File: config.mk
export PLATFORM = sky130hd
export DESIGN_NAME = pcs_sequencer
export DESIGN_NICKNAME = d
export VERILOG_FILES = /design/src/pcs_pkg.sv /design/src/pcs_phase_gen.sv /design/src/pcs_sequencer.sv
export VERILOG_INCLUDE_DIRS = /design/src /design/src/src
export SDC_FILE = /design/constraint.sdc
export NUM_CORES = 1
export LEC_CHECK = 0
export BUFFER_PORTS_ARGS = -buffer_cell sky130_fd_sc_hd__buf_2
export CAP_MARGIN = 20
export CORE_MARGIN = 2
export CORE_UTILIZATION = 53
export DETAILED_ROUTE_END_ITERATION = 12
export GPL_TIMING_DRIVEN = 0
export PLACE_DENSITY = 0.73
export SYNTH_ARGS = -nofsm -noshare
export SYNTH_HDL_FRONTEND = slang
export SYNTH_SLANG_ARGS = --single-unit
File: constraint.sdc
create_clock -name core_clk_in -period 4 [get_ports core_clk_in]
set_clock_uncertainty 0.2 [all_clocks]
set_input_delay 0.2 -clock core_clk_in [delete_from_list [all_inputs] [get_ports core_clk_in]]
set_output_delay 0.2 -clock core_clk_in [all_outputs]
set_load 0.02 [all_outputs]
File: src/pcs_consts.svh
// Constants of the instruction pointer sequencer
`ifndef PCS_CONSTS_SVH
`define PCS_CONSTS_SVH
`define PCS_PTR_W 13
`define PCS_STACK_DEPTH 16
`define PCS_RESET_VEC 13'h0000
`define PCS_EXT_VEC 13'h0004
`define PCS_T0_VEC 13'h0008
`define PCS_T1_VEC 13'h000C
`define PCS_LOW_INDEX 8'h06
`define PCS_ADDR_LOW 8'h18
`define PCS_ADDR_STATUS 8'h1C
`define PCS_ADDR_CTRL 8'h20
`define PCS_CTRL_RESET 1'h1
`define PCS_JUMP_LSB 0
`endif

File: src/pcs_pkg.sv
// Types of the instruction pointer sequencer
package pcs_pkg;
    typedef enum logic [1:0] {
        PCS_PH1 = 2'b00,
        PCS_PH2 = 2'b01,
        PCS_PH3 = 2'b10,
        PCS_PH4 = 2'b11
    } pcs_phase_t;

    typedef struct packed {
        pcs_phase_t phase;
    } pcs_phase_state_t;

    typedef struct packed {
        logic [12:0] ptr;
        logic [15:0][12:0] stack;
        logic [3:0] sp;
        logic [4:0] depth;
        logic exec_valid;
        logic [15:0] exec_word;
        logic low_pend;
        logic [7:0] low_data;
        logic run;
        logic irq_ack;
        logic pready;
        logic pslverr;
        logic [31:0] prdata;
    } pcs_state_t;
endpackage

File: src/pcs_phase_gen.sv
// Four phase divider of the system clock
`timescale 1ns/1ps
`default_nettype none
module pcs_phase_gen
(
    input wire logic core_clk_in,
    input wire logic rst_n_in,
    output pcs_pkg::pcs_phase_t phase_out
);
    import pcs_pkg::*;

    pcs_phase_state_t s;
    pcs_phase_state_t next_s;

    // Step through the four phases in turn
    always_comb
    begin
        next_s = s;
        unique case (s.phase)
            PCS_PH1: next_s.phase = PCS_PH2;
            PCS_PH2: next_s.phase = PCS_PH3;
            PCS_PH3: next_s.phase = PCS_PH4;
            PCS_PH4: next_s.phase = PCS_PH1;
        endcase
    end

    always_ff @(posedge core_clk_in or negedge rst_n_in)
    begin
        if (!rst_n_in)
            s <= '{phase: PCS_PH1};
        else
            s <= next_s;
    end

    assign phase_out = s.phase;
endmodule
`default_nettype wire

File: src/pcs_sequencer.sv
// Instruction pointer sequencer with APB register access
`timescale 1ns/1ps
`default_nettype none
`include "pcs_consts.svh"
module pcs_sequencer
(
    input wire logic core_clk_in,
    input wire logic rst_n_in,
    // APB slave
    input wire logic psel_in,
    input wire logic penable_in,
    input wire logic pwrite_in,
    input wire logic [7:0] paddr_in,
    input wire logic [31:0] pwdata_in,
    output logic [31:0] prdata_out,
    output logic pready_out,
    output logic pslverr_out,
    // Program memory
    output logic [12:0] imem_addr_out,
    input wire logic [15:0] imem_data_in,
    // Decoder side
    output pcs_pkg::pcs_phase_t phase_out,
    output logic exec_valid_out,
    output logic [15:0] exec_word_out,
    input wire logic jump_in,
    input wire logic call_in,
    input wire logic ret_in,
    input wire logic skip_in,
    // Interrupt side
    input wire logic irq_ext_in,
    input wire logic irq_t0_in,
    input wire logic irq_t1_in,
    output logic irq_ack_out
);
    import pcs_pkg::*;

    pcs_state_t s;
    pcs_state_t next_s;
    pcs_phase_t phase;
    logic cyc_end;
    logic instr_xfer;
    logic irq_req;
    logic irq_take;
    logic normal;
    logic apb_acc;
    logic [12:0] top;
    logic [12:0] vec;

    // ------------------------------------------------
    // Phase generation
    // ------------------------------------------------
    pcs_phase_gen u_phase (
        .core_clk_in(core_clk_in),
        .rst_n_in(rst_n_in),
        .phase_out(phase)
    );

    // Pointer plus one within the program space
    function automatic logic [12:0] inc_ptr(input logic [12:0] p);
        inc_ptr = p + 13'h0001;
    endfunction

    // ------------------------------------------------
    // Event decode
    // ------------------------------------------------
    assign cyc_end = (phase == PCS_PH4);
    assign instr_xfer = s.exec_valid & (jump_in | call_in | ret_in | skip_in);
    assign irq_req = irq_ext_in | irq_t0_in | irq_t1_in;
    // Full stack holds off the interrupt until a return frees a level
    assign irq_take = cyc_end & s.run & ~instr_xfer & ~s.low_pend & irq_req
        & (s.depth != 5'h10);
    assign normal = cyc_end & s.run & ~instr_xfer & ~s.low_pend & ~irq_take;
    assign apb_acc = psel_in & penable_in & ~s.pready;
    assign top = s.stack[s.sp - 4'h1];
    // External first, then first and second event counter
    assign vec = irq_ext_in ? `PCS_EXT_VEC :
        (irq_t0_in ? `PCS_T0_VEC : `PCS_T1_VEC);

    // ------------------------------------------------
    // Next state
    // ------------------------------------------------
    always_comb
    begin
        next_s = s;
        next_s.irq_ack = 1'h0;
        next_s.pready = 1'h0;
        next_s.pslverr = 1'h0;
        // Close of an instruction cycle moves the pointer
        if (cyc_end && s.run)
        begin
            next_s.exec_valid = 1'h0;
            if (instr_xfer && ret_in)
            begin
                next_s.ptr = top;
                next_s.sp = s.sp - 4'h1;
                if (s.depth != 5'h00)
                    next_s.depth = s.depth - 5'h01;
            end
            else if (instr_xfer && (call_in || jump_in))
            begin
                if (call_in)
                begin
                    next_s.stack[s.sp] = s.ptr;
                    next_s.sp = s.sp + 4'h1;
                    if (s.depth != 5'h10)
                        next_s.depth = s.depth + 5'h01;
                end
                next_s.ptr = s.exec_word[12:`PCS_JUMP_LSB];
            end
            else if (instr_xfer)
                next_s.ptr = inc_ptr(s.ptr);
            else if (s.low_pend)
            begin
                next_s.ptr = {s.ptr[12:8], s.low_data};
                next_s.low_pend = 1'h0;
            end
            else if (irq_take)
            begin
                next_s.stack[s.sp] = s.ptr;
                next_s.sp = s.sp + 4'h1;
                next_s.depth = s.depth + 5'h01;
                next_s.ptr = vec;
                next_s.irq_ack = 1'h1;
            end
            else
            begin
                next_s.exec_word = imem_data_in;
                next_s.exec_valid = 1'h1;
                next_s.ptr = inc_ptr(s.ptr);
            end
        end
        else if (cyc_end)
            next_s.exec_valid = 1'h0;
        // APB access, one wait state; a new write beats the clear above
        if (apb_acc)
        begin
            next_s.pready = 1'h1;
            next_s.prdata = 32'h0000_0000;
            unique case (paddr_in)
                `PCS_ADDR_LOW:
                begin
                    next_s.prdata = {24'h00_0000, s.ptr[7:0]};
                    if (pwrite_in)
                    begin
                        next_s.low_pend = 1'h1;
                        next_s.low_data = pwdata_in[7:0];
                    end
                end
                `PCS_ADDR_STATUS:
                    next_s.prdata = {10'h000, s.depth, s.exec_valid,
                        s.ptr[12:0], 3'h0};
                `PCS_ADDR_CTRL:
                begin
                    next_s.prdata = {31'h0000_0000, s.run};
                    if (pwrite_in)
                        next_s.run = pwdata_in[0];
                end
                default:
                    next_s.pslverr = 1'h1;
            endcase
        end
    end

    // ------------------------------------------------
    // State register
    // ------------------------------------------------
    always_ff @(posedge core_clk_in or negedge rst_n_in)
    begin
        if (!rst_n_in)
        begin
            s <= '0;
            s.ptr <= `PCS_RESET_VEC;
            s.run <= `PCS_CTRL_RESET;
        end
        else
            s <= next_s;
    end

    assign prdata_out = s.prdata;
    assign pready_out = s.pready;
    assign pslverr_out = s.pslverr;
    assign imem_addr_out = s.ptr;
    assign phase_out = phase;
    assign exec_valid_out = s.exec_valid;
    assign exec_word_out = s.exec_word;
    assign irq_ack_out = s.irq_ack;
endmodule
`default_nettype wire

-- Word-level counts from Yosys, hierarchy flattened
Index checks and enable logic that the tools add are counted.
- register bits: 294
- latch bits: 0
- RAM bits: 0
- bits in read-only memories: 0
- input bits: 68
- output and inout bits: 67
- memories: 0
- add/sub/neg operators: 5
- multipliers: 0
- div/mod/pow operators: 0
- order comparisons: 3
- eq/ne operators: 16
- shifts and indexed selects: 0
- multiplexer cells: 40
- bitwise logic cells: 19
- reductions and logical operators: 18
- operator list (cell ; count):
    two-way mux 217 bit ; 2
    two-way mux 235 bit ; 1
    two-way mux 234 bit ; 1
    two-way mux 230 bit ; 1
    bitwise mux 208 bit ; 1
    two-way mux 13 bit ; 6
    one-hot mux 22 bit (3 select lines) ; 1
    binary-select mux 13 bit (select 4 bit) ; 1
    demux 13 bit (select 4 bit) ; 1
    two-way mux 18 bit ; 2
    two-way mux 34 bit ; 1
    two-way mux 9 bit ; 3
    two-way mux 17 bit ; 1
    == test 8 x 5 -> 1 bit (second input constant) ; 2
    adder 13 x 1 -> 13 bit (second input constant) ; 1
    two-way mux 1 bit ; 12
    AND reduction 6 bit ; 2
    less-than comparator 4 x 5 -> 1 bit (second input constant) ; 2
    two-way mux 10 bit ; 1
    two-way mux 5 bit ; 2
    bitwise AND 1 bit ; 8
    == test 8 x 6 -> 1 bit (second input constant) ; 1
    one-hot mux 2 bit (4 select lines) ; 1
    AND reduction 7 bit ; 1
    other kinds (27) ; 46

-- Longest topological paths before layout
- depth in word-level cells: 18
- depth in mapped cells: 11

-- By module
From an unflattened synthesis, not the netlist that was laid out.
- cell total of the unflattened synthesis: 1040
- area total of the unflattened synthesis: 14049.7 µm²
- modules (own cells, without submodules) (module ; instances ; cells each ; area each (µm²) ; sequential area each (µm²)):
    pcs_sequencer ; 1 ; 1033 ; 13960.9 ; 7058.0
    pcs_phase_gen ; 1 ; 7 ; 88.8 ; 50.0

-- Worst setup path before layout
OpenSTA, ideal clock, no wires.
- path type: reg2reg
- start: register s[67] in the netlist's numbering
- end: register s, in the netlist imem_addr_out[8]
- setup time: 0.127 ns
- arrival time: 3.072 ns
- required time: 3.673 ns
- path slack: 0.601 ns
- cell stages (with the launch flop): 12
- buffers on the path: 4
- cells stage by stage: dfrtp_1 buf_2 buf_1 inv_1 ha_1 clkbuf_1 xor2_1 clkbuf_1 mux2i_1 mux2i_1 o22ai_1 nor2_1
- longest elaborated chain between the ends: 4
- RTL lines (element ; RTL line ; RTL):
    from (decl) ; pcs_sequencer.sv:37 ; pcs_state_t s;
    from (signal assigned) ; pcs_sequencer.sv:176 ; s <= next_s;
    subtractor 4 x 1 -> 4 bit ; pcs_sequencer.sv:74 ; assign top = s.stack[s.sp - 4'h1];
    binary-select mux 13 bit (select 4 bit) ; pcs_sequencer.sv:74 ;
    two-way mux 13 bit (implied by the code) ; pcs_sequencer.sv:74 ;
    two-way mux 13 bit ; pcs_sequencer.sv:92 ; if (instr_xfer && ret_in)
No other way between the ends. The select of a mux whose other input is x is not followed.
A chain may end at the register's enable or synchronous reset.

-- Worst setup path after layout
- start: input paddr_in[6]
- end: register s[36] in the netlist's numbering
- longest elaborated chain between the ends: 2
- RTL lines (element ; RTL line ; RTL):
    from (decl) ; pcs_sequencer.sv:13 ; input wire logic [7:0] paddr_in,
    == test 8 x 5 -> 1 bit ; pcs_sequencer.sv:139 ; unique case (paddr_in)
    AND reduction 3 bit (no source line) ; n/a ;
No other way between the ends.

==> reports/qor.txt <==
Tcrit/Tclk final -> 0.953
#FFs+latches synth -> 284
fraction of registers with async set/reset -> 1.00
worst slew pin tran -> 1060 ps
Critical Path Start -> paddr_in[6]
simple-gate share of the synthesized area -> 0.0520
CP peak stage delay -> 600 ps
initial antenna violation count -> 0
RSZ-0062 raised after global routing -> false
Final Wtd Congestion -> 0.938
clk_lat worst skew -> 560 ps
multiplexer area fraction after synthesis -> 0.300
Root Buffer -> clkbuf_16
warnings from Yosys -> 0
core area -> 26100 um2
critical path class -> in2reg
Fmax achieved -> 262 MHz
Slew headroom -> 0.293
post-DP HPWL -> 24700 um
CTS Buf Count -> 30
worst path required time -> 4240 ps
max-slew violations -> 0
CP max FO -> 9
Netlist cell types -> 66
crit path capture -> s[36]$_DFFE_PN0P_
met2 wire len -> 16500 um
MaxCap Viol Count -> 0
crit path launch type -> primary input
largest family of logic cells by synthesized area -> multiplexers
Area Growth Syn to Fin -> 17.3%
M1 wire length -> 15200 um
Pwr Density -> 376 nW/um2
Final Util -> 0.634
port bufs -> 98
Switching Share -> 0.239
# rows -> 59
R2R setup slack -> 200 ps
Tmin final -> 3810 ps
combinational power share -> 0.081
Die ar. -> 27900 um2
WL/cell -> 22.3 um
Setup violations, final -> 0
post-synthesis instance total -> 1043
Die Ht -> 167 um
reg2reg end -> imem_addr_out[8]$_DFFE_PN0P_
number of vias per cell -> 5.92
vias in the first global route -> 9643
maximum clock path buffer count -> 3
cell area after synthesis -> 14100 um2
Synth Flop Type -> dfrtp_1
Hold/Removal Path Class -> in2reg
Post-Synth Adder-Cell Area -> 0.00977
crit end category -> flip-flop
sequence of cells on the critical path -> dlygate4sd3_1 -> buf_2 -> or4_1 -> dlygate4sd3_1 -> or3_1 -> dlygate4sd3_1 -> nor2_1 -> and3_1 -> clkbuf_1 -> mux2_2
largest net degree at the start of global routing -> 122
register share of total power -> 0.468
Worst VDD drop -> 0.362 mV
switching power -> 1.49 mW
top-area cell type share of the netlist area -> 0.503
H-tree Lvls -> 1
Synth Area in XOR/XNOR -> 0.00684
most used cell, CP -> dlygate4sd3_1
top-count cell post-synth -> dfrtp_1
vias post-DR -> 9366
GRT Util Overall -> 0.257
worst endpoint data arrival time -> 4050 ps
Compound-Gate Fraction of Synth Area -> 0.0660
LEAKAGE -> 8.39 nW
clk slew on worst S/H paths -> 60 ps
DRC errors left -> 0
R2R Path Start -> s[67]$_DFFE_PN0P_
ANT cells -> 0
Starting Density -> 0.541
final setup TNS -> 0 ps
IO Count -> 135
uppermost layer routed -> met4
ranking of synthesized cells by area -> dfrtp_1 50%, mux2_2 16%, mux4_2 8.3%, mux2_4 4.3%, buf_4 3.3%
DRT Pass-1 Iters -> 5
total gr overflow -> 0
layout cell share with drive strength beyond 1 -> 0.427
DRT antenna net count -> 0
Critical-path top delay cell -> dlygate4sd3_1
DR WL met3 -> 2250 um
nets@finish -> 1302
clock group share of total power -> 0.451
Seq/Total Area, Yosys -> 0.504
largest area contributor in the netlist -> dfrtp_1
Chip Width -> 167 um
Pint -> 4.73 mW
status -> complete, no violations
syn_area_per_cell -> 13.5 um2
final hold viol count -> 0
synth cell count leaders -> 283 x dfrtp_1, 194 x mux2_2, 61 x buf_4
Starting DRT DRC Count -> 719
CTS sink cnt -> 284
Worst Reg-to-Reg Cells -> 12
post-CTS setup buffers -> 0
CTS tree -> done
WL final -> 35300 um
final std cells w/o fill -> 1582
number of enable flip-flop cells after synthesis -> 0
placed cells -> 1489
first-pass GRT wire length -> 55900 um
layer usage:
layer,up-vias,GRT usage
li1,4121,-
met1,4849,0.347
met2,320,0.420
met3,76,0.0482
met4,0,0.0900
met5,-,0
per-stage QoR:
stage          cell area (um2)  total power [mW]  hold WS, ps  setup slack [ps]
2_1_floorplan            14100              3.22         -296               601
3_3_place_gp             15000              3.42          234             -2720
3_5_place_dp             15100              3.44          161              -885
4_1_cts                  16500              6.24         5.17              73.7
5_1_grt                  16500              6.41         78.8              6.79
6_report                 16500              6.22         35.2               187
timing repair:
| item | CTS | global route |
|---|---|---|
| setup endpoints to repair | 14 | 13 |
| hold buffers | 37 | 0 |
| endpoints found under the hold margin | 155 | 0 |
| gates resized for setup | 13 | 4 |
layout make-up:
cell class	instances	area [um2]
fillers	1908	9530
repair buffers	140	956
well taps	335	419
flip-flops and latches	284	7110
plain buffers	140	813
inverters	15	56.3
clock inverters	11	116
multi-input cells	612	6170
clock buffers	45	887
how the worst min path moves through the flow:
stage                startpoint                             to  slack (ps)  cells after the start
6_report            paddr_in[3]      prdata_out[5]$_DFFE_PN0P_          40                      5
5_1_grt             paddr_in[3]      prdata_out[4]$_DFFE_PN0P_          80                      5
3_5_place_dp           rst_n_in           pready_out$_DFF_PN0_         160                      1
3_3_place_gp   imem_data_in[15]  exec_word_out[15]$_DFFE_PN0P_         230                      2
2_1_floorplan          rst_n_in     exec_valid_out$_DFFE_PN0P_        -300                      0
4_1_cts             paddr_in[3]      prdata_out[4]$_DFFE_PN0P_           5                      5
power groups by stage:
stage / clock, mW / sequential, mW / combinational [mW]
final: 2.81 / 2.91 / 0.503
after detailed placement: 0 / 2.96 / 0.472
after CTS: 2.83 / 2.91 / 0.500
after global placement: 0 / 2.96 / 0.457
after floorplan: 0 / 2.96 / 0.265
after global routing: 2.95 / 2.91 / 0.543
worst max-delay path: cells and delay by family:
family	cells	cell delay [ps]
buffers and inverters	5	2270
and+or+nand+nor	4	1170
muxes	1	400
flip-flops by register name, indices dropped and copies added (netlist names):
| name | flops |
|---|---|
| u_phase.phase_out | 2 |
| prdata_out | 22 |
| imem_addr_out | 13 |
| irq_ack_out | 1 |
| pready_out | 1 |
| exec_word_out | 16 |
| s | 227 |
| pslverr_out | 1 |
| exec_valid_out | 1 |
kinds of logic (layout without fill, tap and decap cells):
| family | after synthesis | count (layout) |
|---|---|---|
| mux | 313 | 313 |
| compound gates | 130 | 130 |
| xor+xnor | 11 | 11 |
| simple gates | 137 | 137 |
| fa+ha+maj | 11 | 11 |
| flops | 284 | 284 |
| other cells | 1 | 10 |
| buf+inv | 156 | 351 |
cells in the final DEF (no fill, tap or decap), types with 6 or more instances in the layout:
cell	count
mux2i_1	27
buf_2	105
nand2_1	43
buf_4	63
clkbuf_1	59
dfrtp_1	283
a22o_1	15
xor2_1	6
nor3_1	12
a31oi_1	6
dlygate4sd3_1	37
inv_1	15
nand3_1	11
conb_1	10
nor2b_1	7
nand4_1	6
nor2_1	19
buf_1	8
clkinv_2	8
a21oi_1	18
mux2_2	194
ha_1	11
mux4_2	52
a221oi_1	10
clkbuf_16	30
clkbuf_8	8
a22oi_1	8
o21a_1	10
mux2_4	40
o21ai_0	23
Note: power is estimated with default switching activity, not from simulation.
